--- config.mk ---
export PLATFORM = sky130hd
export DESIGN_NAME = led_panel_config_intensity
export DESIGN_NICKNAME = d
export VERILOG_FILES = /design/src/common/led_cfg_pkg.sv /design/src/rtl/led_panel_config_intensity.sv /design/src/rtl/pixel_modulator.sv
export SDC_FILE = /design/constraint.sdc
export NUM_CORES = 1
export LEC_CHECK = 0
export BUFFER_PORTS_ARGS = -buffer_cell sky130_fd_sc_hd__buf_4
export CORE_UTILIZATION = 50
export CTS_CLUSTER_SIZE = 30
export DETAILED_ROUTE_END_ITERATION = 10
export PLACE_DENSITY_LB_ADDON = 0.2
export SLEW_MARGIN = 40
export SYNTH_ARGS = -nofsm -noshare
export SYNTH_HDL_FRONTEND = slang
export SYNTH_HIERARCHICAL = 1
export SYNTH_SLANG_ARGS = --single-unit
--- constraint.sdc ---
create_clock -name CLK -period 5.5 [get_ports CLK]
set_clock_uncertainty 0.1 [all_clocks]
set_input_delay 0.55 -clock CLK [delete_from_list [all_inputs] [get_ports CLK]]
set_output_delay 0.55 -clock CLK [all_outputs]
set_load 0.03 [all_outputs]
--- src/common/led_cfg_pkg.sv ---
package led_cfg_pkg;
  localparam int ADDR_W = 8;
  localparam int DATA_W = 8;
  localparam logic [7:0] ADDR_DIGIT0 = 8'h03;
  localparam logic [7:0] ADDR_DIGIT1 = 8'h04;
  localparam logic [7:0] ADDR_SETUP = 8'h0D;
  localparam int BIT_SHUTDOWN = 0;
  localparam int BIT_INVERT = 1;
  localparam int BIT_PLANE_LO = 2;
  localparam int BIT_PLANE_HI = 3;
  localparam int BIT_RIPPLE = 4;
  localparam int BIT_FLIP = 5;
  localparam int BIT_COLOR = 6;
  localparam int BIT_DEPTH = 7;
  localparam logic [7:0] SETUP_WMASK = 8'hF3;
  localparam logic [7:0] RST_DIGIT = 8'h00;
  localparam logic [7:0] RST_SETUP = 8'h00;
  localparam logic [1:0] RST_PLANE = 2'h0;
  localparam int CLK_PERIOD_PS = 4000;
  localparam int DIGIT_PERIOD_PS = 122000000;
  localparam int PWM_STEPS = 256;
  localparam int PWM_STEP_CYCLES = DIGIT_PERIOD_PS / (PWM_STEPS * CLK_PERIOD_PS);
  localparam int RIPPLE_STEP_PS = 953700;
  localparam int RIPPLE_STEP_CYCLES = (RIPPLE_STEP_PS + CLK_PERIOD_PS - 1) / CLK_PERIOD_PS;
  localparam int PERIODS_PER_FRAME = 8;
  localparam int FRAME_CYCLE_LEN = 12;
  typedef enum logic [1:0] {
    ST_DELAY = 2'b01,
    ST_RUN = 2'b10
  } seq_state_t;
endpackage : led_cfg_pkg

--- src/rtl/led_panel_config_intensity.sv ---
// Overview of operation
// - colour bit D6 set means the panel uses red-green-yellow bicolour digits.
// - colour bit clear means single-colour or RGB digits.
// - reduced variants hold the colour bit at zero; writes ignored.
// - depth bit D7 clear gives four one-bit planes, 0 to 3.
// - depth bit set gives planes 0 and 1 with two-bit four-level pixels.
// - arithmetic scale: 10 skips frames mod 3 equal 1; 01 lights only those.
// - geometric scale: 10 lights even frames; 01 lights frames mod 4 equal 1.
// - digit 0 brightness register at 0x03 sets n/256 fraction.
// - digit 1 brightness register at 0x04 sets n/256 fraction.
// - bits D3:D2 report the plane code captured from CUR_PLANE at the last frame end.
// - plane code bits are read-only; writes to them are dropped.
// - staggered sync offsets each chained driver by one OSC/4 period.
// - alternate timing reverses PWM timing on odd-address drivers.
// - plane codes 00/01/10/11; in two-plane mode 10 and 11 mean 0 and 1.
// - arithmetic or geometric scale is chosen separately per digit.
// - digit duty equals n/256 times the panel intensity.
`timescale 1ns/10ps
module led_panel_config_intensity #(
  parameter bit COLOR_LOCKED = 1'b0,
  parameter bit DEPTH_LOCKED = 1'b0,
  parameter int PWM_STEP_CYC = led_cfg_pkg::PWM_STEP_CYCLES,
  parameter int RIPPLE_STEP_CYC = led_cfg_pkg::RIPPLE_STEP_CYCLES,
  parameter int FRAME_PERIODS = led_cfg_pkg::PERIODS_PER_FRAME
) (
  input wire logic CLK,
  input wire logic RST_N,
  input wire logic REG_WR,
  input wire logic REG_RD,
  input wire logic [led_cfg_pkg::ADDR_W-1:0] REG_ADDR,
  input wire logic [led_cfg_pkg::DATA_W-1:0] REG_WDATA,
  output logic [led_cfg_pkg::DATA_W-1:0] REG_RDATA,
  output logic REG_RVALID,
  input wire logic [7:0] PANEL_LEVEL,
  input wire logic [7:0] DRIVER_ADDR,
  input wire logic RESYNC,
  input wire logic [1:0] CUR_PLANE,
  input wire logic [1:0] PIX0,
  input wire logic [1:0] PIX1,
  input wire logic [1:0] GRAD_GEOM,
  output logic DIGIT0_ON,
  output logic DIGIT1_ON,
  output logic FRAME_START,
  output logic [3:0] FRAME_INDEX,
  output logic PANEL_RGY,
  output logic PLANE_TWO_BIT,
  output logic MUX_FLIPPED
);
  import led_cfg_pkg::*;

  localparam logic [15:0] STEP_LAST = 16'(PWM_STEP_CYC - 1);
  localparam logic [15:0] RIPPLE_LAST = 16'(RIPPLE_STEP_CYC - 1);
  localparam logic [3:0] PERIOD_LAST = 4'(FRAME_PERIODS - 1);
  localparam logic [3:0] FRAME_LAST = 4'(FRAME_CYCLE_LEN - 1);

  // register file
  logic [7:0] digit0_q, digit0_d, digit1_q, digit1_d, setup_q, setup_d;
  logic [7:0] cfg_act_q, cfg_act_d, rdata_q, rdata_d;
  logic [1:0] plane_q, plane_d;
  logic rvalid_q, rvalid_d;
  // sequencer
  seq_state_t state_q, state_d;
  logic [15:0] step_q, step_d;
  logic [7:0] addr_left_q, addr_left_d, pwm_q, pwm_d;
  logic [3:0] period_q, period_d, frame_q, frame_d;
  logic frame_end, fstart_q, fstart_d, on0_q, on0_d, on1_q, on1_d;
  logic [15:0] prod0, prod1;
  logic lit0, lit1, flip_now;

  always_comb begin
    digit0_d = digit0_q;
    digit1_d = digit1_q;
    setup_d = setup_q;
    cfg_act_d = cfg_act_q;
    plane_d = plane_q;
    rdata_d = rdata_q;
    rvalid_d = 1'b0;
    if (REG_WR) begin
      if (REG_ADDR == ADDR_DIGIT0) begin
        digit0_d = REG_WDATA;
      end else if (REG_ADDR == ADDR_DIGIT1) begin
        digit1_d = REG_WDATA;
      end else if (REG_ADDR == ADDR_SETUP) begin
        setup_d = REG_WDATA & SETUP_WMASK;
        if (COLOR_LOCKED) begin
          setup_d[BIT_COLOR] = 1'b0;
        end
        if (DEPTH_LOCKED) begin
          setup_d[BIT_DEPTH] = 1'b0;
        end
      end
    end
    // new setup settings other than the ripple bit only reach the display logic between frames; digit brightness writes act at once
    if (frame_end) begin
      cfg_act_d = setup_q;
      plane_d = CUR_PLANE;
    end
    if (REG_RD) begin
      rvalid_d = 1'b1;
      if (REG_ADDR == ADDR_DIGIT0) begin
        rdata_d = digit0_q;
      end else if (REG_ADDR == ADDR_DIGIT1) begin
        rdata_d = digit1_q;
      end else if (REG_ADDR == ADDR_SETUP) begin
        rdata_d = setup_q;
        rdata_d[BIT_PLANE_HI:BIT_PLANE_LO] = plane_q;
      end else begin
        rdata_d = 8'h00;
      end
    end
  end

  always_ff @(posedge CLK) begin
    if (!RST_N) begin
      digit0_q <= RST_DIGIT;
      digit1_q <= RST_DIGIT;
      setup_q <= RST_SETUP;
      cfg_act_q <= RST_SETUP;
      plane_q <= RST_PLANE;
      rdata_q <= 8'h00;
      rvalid_q <= 1'b0;
    end else begin
      digit0_q <= digit0_d;
      digit1_q <= digit1_d;
      setup_q <= setup_d;
      cfg_act_q <= cfg_act_d;
      plane_q <= plane_d;
      rdata_q <= rdata_d;
      rvalid_q <= rvalid_d;
    end
  end

  assign frame_end = (state_q == ST_RUN) && (step_q == STEP_LAST) && (pwm_q == 8'hFF)
    && (period_q == PERIOD_LAST);
  assign prod0 = digit0_q * PANEL_LEVEL;
  assign prod1 = digit1_q * PANEL_LEVEL;
  assign flip_now = cfg_act_q[BIT_FLIP] && DRIVER_ADDR[0];

  // each digit has its own scale select
  pixel_modulator u_mod0 (
    .pix(PIX0),
    .two_bit(cfg_act_q[BIT_DEPTH]),
    .geom(GRAD_GEOM[0]),
    .frame_idx(frame_q),
    .thr(prod0[15:8]),
    .pwm_cnt(pwm_q),
    .flip(flip_now),
    .lit(lit0)
  );
  pixel_modulator u_mod1 (
    .pix(PIX1),
    .two_bit(cfg_act_q[BIT_DEPTH]),
    .geom(GRAD_GEOM[1]),
    .frame_idx(frame_q),
    .thr(prod1[15:8]),
    .pwm_cnt(pwm_q),
    .flip(flip_now),
    .lit(lit1)
  );

  always_comb begin
    state_d = state_q;
    step_d = step_q;
    addr_left_d = addr_left_q;
    pwm_d = pwm_q;
    period_d = period_q;
    frame_d = frame_q;
    fstart_d = 1'b0;
    on0_d = 1'b0;
    on1_d = 1'b0;
    case (state_q)
      ST_DELAY: begin
        // one step per address below ours; the chain settles by itself
        if (addr_left_q == 8'h00) begin
          state_d = ST_RUN;
          step_d = 16'h0000;
          fstart_d = 1'b1;
        end else if (step_q == RIPPLE_LAST) begin
          step_d = 16'h0000;
          addr_left_d = addr_left_q - 8'h01;
        end else begin
          step_d = step_q + 16'h0001;
        end
      end
      ST_RUN: begin
        on0_d = lit0;
        on1_d = lit1;
        if (step_q == STEP_LAST) begin
          step_d = 16'h0000;
          pwm_d = pwm_q + 8'h01;
          if (pwm_q == 8'hFF) begin
            period_d = (period_q == PERIOD_LAST) ? 4'h0 : period_q + 4'h1;
          end
          if (frame_end) begin
            frame_d = (frame_q == FRAME_LAST) ? 4'h0 : frame_q + 4'h1;
            fstart_d = 1'b1;
          end
        end else begin
          step_d = step_q + 16'h0001;
        end
      end
      default: state_d = ST_RUN;
    endcase
    if (RESYNC) begin
      state_d = (setup_q[BIT_RIPPLE] && DRIVER_ADDR != 8'h00) ? ST_DELAY : ST_RUN;
      addr_left_d = setup_q[BIT_RIPPLE] ? DRIVER_ADDR : 8'h00;
      step_d = 16'h0000;
      pwm_d = 8'h00;
      period_d = 4'h0;
      on0_d = 1'b0;
      on1_d = 1'b0;
    end
  end

  always_ff @(posedge CLK) begin
    if (!RST_N) begin
      state_q <= ST_RUN;
      step_q <= 16'h0000;
      addr_left_q <= 8'h00;
      pwm_q <= 8'h00;
      period_q <= 4'h0;
      frame_q <= 4'h0;
      fstart_q <= 1'b0;
      on0_q <= 1'b0;
      on1_q <= 1'b0;
    end else begin
      state_q <= state_d;
      step_q <= step_d;
      addr_left_q <= addr_left_d;
      pwm_q <= pwm_d;
      period_q <= period_d;
      frame_q <= frame_d;
      fstart_q <= fstart_d;
      on0_q <= on0_d;
      on1_q <= on1_d;
    end
  end

  assign REG_RDATA = rdata_q;
  assign REG_RVALID = rvalid_q;
  assign DIGIT0_ON = on0_q;
  assign DIGIT1_ON = on1_q;
  assign FRAME_START = fstart_q;
  assign FRAME_INDEX = frame_q;
  assign PANEL_RGY = cfg_act_q[BIT_COLOR];
  assign PLANE_TWO_BIT = cfg_act_q[BIT_DEPTH];
  assign MUX_FLIPPED = flip_now;

  property p_plane_ro;
    @(posedge CLK) disable iff (!RST_N)
      (REG_WR && REG_ADDR == ADDR_SETUP && !frame_end) |=> (plane_q == $past(plane_q));
  endproperty
  a_plane_ro: assert property (p_plane_ro) else $error("plane code changed by write");
  property p_digit0_store;
    @(posedge CLK) disable iff (!RST_N)
      (REG_WR && REG_ADDR == ADDR_DIGIT0) |=> (digit0_q == $past(REG_WDATA));
  endproperty
  a_digit0_store: assert property (p_digit0_store) else $error("digit 0 not stored");
  property p_digit1_store;
    @(posedge CLK) disable iff (!RST_N)
      (REG_WR && REG_ADDR == ADDR_DIGIT1) ##1 !REG_WR
      ##1 (REG_RD && REG_ADDR == ADDR_DIGIT1 && !REG_WR) |=> (REG_RDATA == $past(REG_WDATA, 3));
  endproperty
  a_digit1_store: assert property (p_digit1_store) else $error("digit 1 readback wrong");
  property p_color_lock;
    @(posedge CLK) disable iff (!RST_N)
      (REG_WR && REG_ADDR == ADDR_SETUP) |=> (!COLOR_LOCKED || !setup_q[BIT_COLOR]);
  endproperty
  a_color_lock: assert property (p_color_lock) else $error("locked colour bit set");
  property p_frame_wrap;
    @(posedge CLK) disable iff (!RST_N)
      (frame_end && frame_q == FRAME_LAST && !RESYNC) |=> (frame_q == 4'h0 && FRAME_START);
  endproperty
  a_frame_wrap: assert property (p_frame_wrap) else $error("frame index wrap wrong");
  property p_cfg_boundary;
    @(posedge CLK) disable iff (!RST_N)
      !frame_end |=> (cfg_act_q == $past(cfg_act_q));
  endproperty
  a_cfg_boundary: assert property (p_cfg_boundary) else $error("config changed mid-frame");
  property p_zero_dark;
    @(posedge CLK) disable iff (!RST_N)
      (digit0_q == 8'h00 || PANEL_LEVEL == 8'h00) |=> !DIGIT0_ON;
  endproperty
  a_zero_dark: assert property (p_zero_dark) else $error("digit lit at zero duty");
  property p_ripple_start;
    @(posedge CLK) disable iff (!RST_N)
      (RESYNC && !setup_q[BIT_RIPPLE]) |=> (state_q == ST_RUN) ##1 FRAME_START == 1'b0;
  endproperty
  a_ripple_start: assert property (p_ripple_start) else $error("no-ripple resync delayed");
  property p_plane_read;
    @(posedge CLK) disable iff (!RST_N)
      (REG_RD && REG_ADDR == ADDR_SETUP)
      |=> (REG_RVALID && REG_RDATA[BIT_PLANE_HI:BIT_PLANE_LO] == $past(plane_q));
  endproperty
  a_plane_read: assert property (p_plane_read) else $error("plane code misreported");
endmodule : led_panel_config_intensity

--- src/rtl/pixel_modulator.sv ---
`timescale 1ns/10ps
module pixel_modulator (
  input wire logic [1:0] pix,
  input wire logic two_bit,
  input wire logic geom,
  input wire logic [3:0] frame_idx,
  input wire logic [7:0] thr,
  input wire logic [7:0] pwm_cnt,
  input wire logic flip,
  output logic lit
);
  logic frame_on;
  logic pwm_on;
  logic [7:0] cnt_eff;
  always_comb begin
    frame_on = pix[0];
    if (two_bit) begin
      case (pix)
        2'b11: frame_on = 1'b1;
        2'b10: frame_on = geom ? !frame_idx[0] : ((frame_idx % 4'd3) != 4'd1);
        2'b01: frame_on = geom ? (frame_idx[1:0] == 2'd1) : ((frame_idx % 4'd3) == 4'd1);
        default: frame_on = 1'b0;
      endcase
    end
    // flipped timing lights at the end of the period instead of the start
    cnt_eff = flip ? ~pwm_cnt : pwm_cnt;
    pwm_on = cnt_eff < thr;
    lit = frame_on && pwm_on;
  end
endmodule : pixel_modulator

==> impl_metrics.env, run 1 <==
export IMPL_drive_gt1_frac=0.197
export IMPL_synthCells=1007
export IMPL_clkSinkCount=81
export IMPL_syn_nets=1216
export IMPL_crit_chain="buf_4 -> buf_4 -> and2_1 -> fa_1 -> ha_1 -> inv_1 -> fa_1 -> inv_1 -> fa_1 -> ha_4 -> a211oi_4 -> o21ai_2 -> a41oi_4 -> nor2_1 -> xnor2_1 -> inv_1 -> ha_1 -> or4_4 -> o2111ai_4 -> o2111ai_1 -> mux2i_1 -> and3_1"
export IMPL_power_switching_mw=0.338
export IMPL_worst_slew_pin_slew_ns=0.760
export IMPL_synthAdderAreaFrac=0.296
export IMPL_vias=7064
export IMPL_seqPwrFrac=0.439
export IMPL_finalHoldViolations=0
export IMPL_final_max_slew_viol_count=0
export IMPL_drcViolationCount=0
export IMPL_setup_viol=0
export IMPL_yosys_warnings=6
export IMPL_min_period_ns=5.35
export IMPL_yosysMostFrequentCell="inv_1"
export IMPL_p_int_mw=1.01
export IMPL_syn_area_per_cell_um2=8.65
export IMPL_drt_pass1_iter_count=5
export IMPL_seq_area_frac_synth=0.186
export IMPL_yosys_area_share_xor_xnor=0.0543
export IMPL_holdBufCountCts=0
export IMPL_ctsRootBufferMaster="clkbuf_16"
export IMPL_hp_class="in2reg"
export IMPL_cts_made_buffers=9
export IMPL_crit_path_max_fanout=9
export IMPL_synth_edf_count=0
export IMPL_critPathTopFamily="adder cells"
export IMPL_synthTopCellsByCount="inv_1, and2_1, ha_1"
export IMPL_max_freq_mhz=187
export IMPL_start_kind="input port"
export IMPL_pwr_share_clk=0.481
export IMPL_relSlewSlack=0.493
export IMPL_dp_hpwl_um=15700
export IMPL_min_period_over_period=0.972
export IMPL_synth_mux_area_frac=0.0327
export IMPL_clock_latency_ns=0.35
export IMPL_p_sw_frac=0.251
export IMPL_synth_compound_gate_area_share=0.118
export IMPL_drt_iter0_drc=347
export IMPL_cts_buffer_depth=2
export IMPL_synth_ff_type="dfxtp_1"
export IMPL_rsz0062_at_grt="yes"
export IMPL_yosysTopAreaCell="dfxtp_1"
export IMPL_grt_max_degree=51
export IMPL_worst_slack_ns=0.152
export IMPL_core_um2=16800
export IMPL_die_width_um=134
export IMPL_grt_pass1_wl_um=34100
export IMPL_worst_setup_path_end_kind="flop"
export IMPL_grtUsageTotal=0.239
export IMPL_antenna_found_initial=0
export IMPL_synth_top_family_by_area="adder cells"
export IMPL_ys_async_sr_fraction=0
export IMPL_avgViaCountPerCell=5.40
export IMPL_leakagePower_nw=5.05
export IMPL_crit_arrival_ns=5.55
export IMPL_wire_per_inst_um=15.5
export IMPL_hold_slack_ns=0.359
export IMPL_num_antenna_cells=0
export IMPL_cts_clk_slew_worst_paths_ns=0.07
export IMPL_yosys_top_cells_area="dfxtp_1, fa_1, ha_1"
export IMPL_yosysUniqueCellTypes=86
export IMPL_initial_core_util=0.518
export IMPL_cp_num_buf_inv=5
export IMPL_dpl_worst_slack_ns=-0.416
export IMPL_syn_area_um2=8710
export IMPL_die_area_um2=18000
export IMPL_ir_worst_vdd_mv=0.162
export IMPL_drt_total_wl_um=20300
export IMPL_synth_seq_cells=81
export IMPL_nets=1293
export IMPL_cp_slowest_cell="or4_4"
export IMPL_slowest_delay_ns=0.55
export IMPL_place_congestion=0.849
export IMPL_row_count=47
export IMPL_pwr_share_comb=0.080
export IMPL_cts_tree="built"
export IMPL_ctsHtreeMaxLevel=3
export IMPL_synth_top_area_share=0.186
export IMPL_n_fill_cell=1547
export IMPL_die_h_um=134
export IMPL_synth_simple_gate_area_frac=0.238
export IMPL_fin_total_pwr_mw=1.35
export IMPL_io_buffers=63
export IMPL_path_class="in2reg"
export IMPL_p_per_area_nw_per_um2=132
export IMPL_cap_violations=0
export IMPL_ant_nets=0
export IMPL_grt_pass1_vias=7133
export IMPL_pin_count=64
export IMPL_area_growth_pct=17.3
export IMPL_critPathRequiredTime_ns=5.70
export IMPL_status="complete, no violations"
export IMPL_gr_total_overflow=0
==> through the flow <==
stage	setup TNS, ns	utilization	instance area (um^2)	instances
global placement	-0.490	0.574	9660	1291
floorplan	-0.00680	-	8790	1007
CTS	0	0.595	10000	1307
finish	0	0.608	10200	1309
detailed placement	-0.679	0.575	9670	1291
global route	-0.0190	0.608	10200	1309
==> cell families after synthesis <==
| kind of cell | after synthesis |
|---|---|
| AO/OA/AOI/OAI | 145 |
| XOR/XNOR | 54 |
| adder cells (fa/ha/maj) | 164 |
| buffers and inverters | 168 |
| flip-flops | 81 |
| multiplexers | 28 |
| AND/OR/NAND/NOR | 367 |
==> registers in the layout, indices dropped and copies added (netlist names) <==
signal       flops
cfg_act_q        3
FRAME_INDEX      4
pwm_q            8
DIGIT1_ON        1
setup_q          6
addr_left_q      8
state_q          2
step_q          16
FRAME_START      1
digit1_q         8
period_q         4
digit0_q         8
REG_RVALID       1
REG_RDATA        8
plane_q          2
DIGIT0_ON        1
==> worst reg2reg max path, delay by kind of cell (launching register included) <==
family	cells	cell delay [ns]
multiplexers	1	0.14
XOR/XNOR	1	0.17
AO/OA/AOI/OAI	5	1.07
buffers and inverters	2	0.23
AND/OR/NAND/NOR	4	0.96
flip-flops	1	0.35
adder cells (fa/ha/maj)	6	2.26
==> area by class of cell <==
type / count / area [um^2] / area share
Tap cell: 220 / 275 / 0.0269
Inverter: 129 / 487 / 0.0476
Sequential cell: 81 / 1650 / 0.161
Clock inverter: 6 / 72.6 / 0.00710
Clock buffer: 10 / 239 / 0.0234
Multi-Input combinational cell: 758 / 6710 / 0.656
Timing Repair Buffer: 105 / 792 / 0.0775
==> power by group through the flow <==
stage	clock network, mW	logic (mW)	registers, mW
2_1_floorplan	0	0.0506	0.606
3_3_place_gp	0	0.105	0.606
3_5_place_dp	0	0.106	0.606
4_1_cts	0.659	0.106	0.593
5_1_grt	0.676	0.118	0.591
6_report	0.647	0.108	0.591
==> worst paths after layout <==
check,cells after the start,slack (ns),to,from
worst max-delay path,22,0.15,DIGIT0_ON$_SDFF_PP0_,PANEL_LEVEL[4]
worst max register to register,19,0.17,DIGIT0_ON$_SDFF_PP0_,digit0_q[1]$_SDFFE_PN0P_
worst min register to register,2,0.38,cfg_act_q[6]$_SDFFE_PN0P_,cfg_act_q[6]$_SDFFE_PN0P_
worst min-delay path,3,0.36,plane_q[0]$_SDFFE_PN0P_,CUR_PLANE[0]
==> layout by cell type, fill, tap and decap left out, drive strengths merged, types with 34 or more instances in the layout <==
cell	Yosys	final
buf	6	105
nor2	58	58
fa	70	70
dfxtp	81	81
inv	129	132
nand2	86	86
and2	99	99
ha	94	94
o21ai	34	34
xor2	34	34
==> what timing repair did <==
action,CTS,global route
pin swaps,2,40
endpoints found under the setup margin,2,2
resized for setup,10,51
buffers inserted,0,2
==> layer usage <==
layer  track usage  vias to the layer above  part of all wire
li1              -                     3497                 -
met1         0.304                     3418              0.45
met2         0.408                      111              0.49
met3        0.0355                       38             0.026
met4        0.0947                        0             0.033
met5             0                        -                 0
Power figures use the tool's default switching activity.
==> run 2, diff against run 1 <==
--- a/config.mk
+++ b/config.mk
@@ -6,11 +6,10 @@
 export NUM_CORES = 1
 export LEC_CHECK = 0
 export BUFFER_PORTS_ARGS = -buffer_cell sky130_fd_sc_hd__buf_4
-export CORE_UTILIZATION = 50
+export CORE_UTILIZATION = 30
 export CTS_CLUSTER_SIZE = 30
 export DETAILED_ROUTE_END_ITERATION = 10
 export PLACE_DENSITY_LB_ADDON = 0.2
-export SLEW_MARGIN = 40
 export SYNTH_ARGS = -nofsm -noshare
 export SYNTH_HDL_FRONTEND = slang
 export SYNTH_HIERARCHICAL = 1
==> run 2 against run 1 <==
  * Setup slack improved by 0.0076 ns
  * Worst hold slack better by 0.022 ns
  * Clock-buffer cell count shrank 1
  * First-iteration DRC count fell by 13%
  * Critical path type unchanged
==> impl_metrics.env, run 2 (same netlist as run 1, synthesis figures left out) <==
export IMPL_leakagePower_nw=5.12
export IMPL_hold_slack_ns=0.380
export IMPL_avgViaCountPerCell=4.67
export IMPL_ctsHtreeMaxLevel=3
export IMPL_status="complete, no violations"
export IMPL_grt_pass1_wl_um=35000
export IMPL_worst_slew_pin_slew_ns=1.11
export IMPL_crit_path_max_fanout=16
export IMPL_dp_hpwl_um=17100
export IMPL_crit_cells=22
export IMPL_ant_nets=0
export IMPL_mostFrequentLayoutCells="inv_1, buf_4, and2_1"
export IMPL_clkSinkCount=81
export IMPL_antenna_found_initial=0
export IMPL_drt_iter0_drc=303
export IMPL_p_sw_frac=0.213
export IMPL_cts_tree="built"
export IMPL_grtUsageTotal=0.149
export IMPL_hp_class="reg2reg"
export IMPL_die_width_um=172
export IMPL_finalHoldViolations=0
export IMPL_cp_slowest_cell="fa_1"
export IMPL_wire_per_inst_um=14.5
export IMPL_n_fill_cell=2968
export IMPL_relSlewSlack=0.255
export IMPL_holdBufCountCts=0
export IMPL_startpoint="PANEL_LEVEL[6]"
export IMPL_drcViolationCount=0
export IMPL_cp_num_buf_inv=4
export IMPL_grt_pass1_vias=6879
export IMPL_mostFrequentLayoutCell="inv_1"
export IMPL_ctsRootBufferMaster="clkbuf_16"
export IMPL_num_antenna_cells=0
export IMPL_drive_gt1_frac=0.208
export IMPL_io_buffers=63
export IMPL_crit_arrival_ns=5.52
export IMPL_slowest_delay_ns=0.52
export IMPL_setup_viol=0
export IMPL_regMostFlops="step_q"
export IMPL_gr_total_overflow=0
export IMPL_max_freq_mhz=187
export IMPL_pwr_share_comb=0.077
export IMPL_rsz0062_at_grt="yes"
export IMPL_die_area_um2=29700
export IMPL_ir_worst_vdd_mv=0.144
export IMPL_vias=6939
export IMPL_row_count=62
export IMPL_path_class="in2reg"
export IMPL_crit_chain="buf_8 -> and2_1 -> fa_1 -> fa_1 -> fa_1 -> inv_1 -> fa_1 -> inv_2 -> ha_4 -> and3_4 -> a2111o_1 -> a31o_2 -> a21oi_2 -> xnor2_1 -> inv_1 -> ha_1 -> nor3_4 -> nand2_1 -> o2111ai_2 -> o211ai_1 -> mux2i_1 -> and3_1"
export IMPL_initial_core_util=0.304
export IMPL_p_per_area_nw_per_um2=134
export IMPL_power_switching_mw=0.304
export IMPL_die_h_um=172
export IMPL_drt_total_wl_um=21600
export IMPL_grt_max_degree=51
export IMPL_area_growth_pct=22.0
export IMPL_rr_worst_depth=21
export IMPL_p_int_mw=1.12
export IMPL_critPathRequiredTime_ns=5.67
export IMPL_cap_violations=0
export IMPL_place_congestion=0.768
export IMPL_seqPwrFrac=0.412
export IMPL_setup_tns_ns=0
export IMPL_cts_clk_slew_worst_paths_ns=0.07
export IMPL_hold_depth=2
export IMPL_critPathTopFamily="adder cells"
export IMPL_min_period_ns=5.34
export IMPL_core_um2=28600
export IMPL_pwr_share_clk=0.510
export IMPL_start_kind="input port"
export IMPL_clock_latency_ns=0.34
export IMPL_pin_count=64
export IMPL_cts_buffer_depth=2
export IMPL_largest_reg_flops=16
export IMPL_min_from="state_q[1]$_SDFFE_PN1P_"
export IMPL_final_max_slew_viol_count=0
export IMPL_worst_path_most_repeated_cell="fa_1"
export IMPL_worst_setup_path_end_kind="flop"
export IMPL_drt_pass1_iter_count=4
export IMPL_nets=1309
export IMPL_r2r_start="digit1_q[1]$_SDFFE_PN0P_"
export IMPL_cts_made_buffers=9
export IMPL_min_period_over_period=0.971
==> run 2: cell types whose count changed in the layout (fill, tap and decap cells not counted), moves of 2 or more <==
cell and delta:
dfxtp_4 +5, buf_6 +6, dfxtp_1 -2, ha_4 +3, bufinv_16 +3, ha_1 -3
and2_1 +2, dfxtp_2 -3, buf_4 +9
==> run 2: area by class of cell <==
cell class              count  area, um^2  share of cell area
multi-input cells         758        6700               0.631
flip-flops and latches     81        1660               0.156
repair buffers            121         942              0.0887
inverters                 129         487              0.0458
well taps                 384         480              0.0452
clock buffers               9         225              0.0212
clock inverters             5         129              0.0121
==> run 2: timing repair <==
item                                    CTS  global route
cloned                                    0             0
resized for setup                        30            43
pin swaps                                14            40
setup buffers                             1             2
endpoints found under the setup margin    2             2
==> run 2: power groups by stage <==
stage | logic [mW] | registers (mW) | clock network [mW]
floorplan | 0.0506 | 0.606 | 0
global placement | 0.108 | 0.606 | 0
detailed placement | 0.109 | 0.606 | 0
CTS | 0.110 | 0.592 | 0.745
global route | 0.121 | 0.588 | 0.772
finish | 0.110 | 0.588 | 0.728
==> run 2: worst min-delay path: stages (launching register included) <==
cell	delay (ns)
dfxtp_1	0.31
inv_1	0.07
a21oi_1	0.06
==> run 2: worst paths after layout <==
path	end	slack (ns)
setup reg to reg	DIGIT1_ON$_SDFF_PP0_	0.17
setup / recovery	DIGIT1_ON$_SDFF_PP0_	0.16
hold / removal	state_q[1]$_SDFFE_PN1P_	0.38
hold reg to reg	state_q[1]$_SDFFE_PN1P_	0.38
==> run 2: metrics by stage <==
stage	std cells	utilization	area (um^2)	power, mW	setup slack (ns)
final	1487	0.371	10600	1.43	0.159
after detailed placement	1471	0.349	9980	0.715	-0.391
after floorplan	1007	-	8790	0.657	-0.00680
after global routing	1487	0.371	10600	1.48	-0.0871
after global placement	1471	0.349	9980	0.715	-0.325
after CTS	1486	0.365	10400	1.45	0.00144
==> run 2: layer usage <==
layer | up-vias | part of all wire | global-route usage
li1 | 3527 | - | -
met1 | 3328 | 0.47 | 0.193
met2 | 76 | 0.50 | 0.265
met3 | 8 | 0.022 | 0.0206
met4 | 0 | 0.0077 | 0.0242
met5 | - | 0 | 0
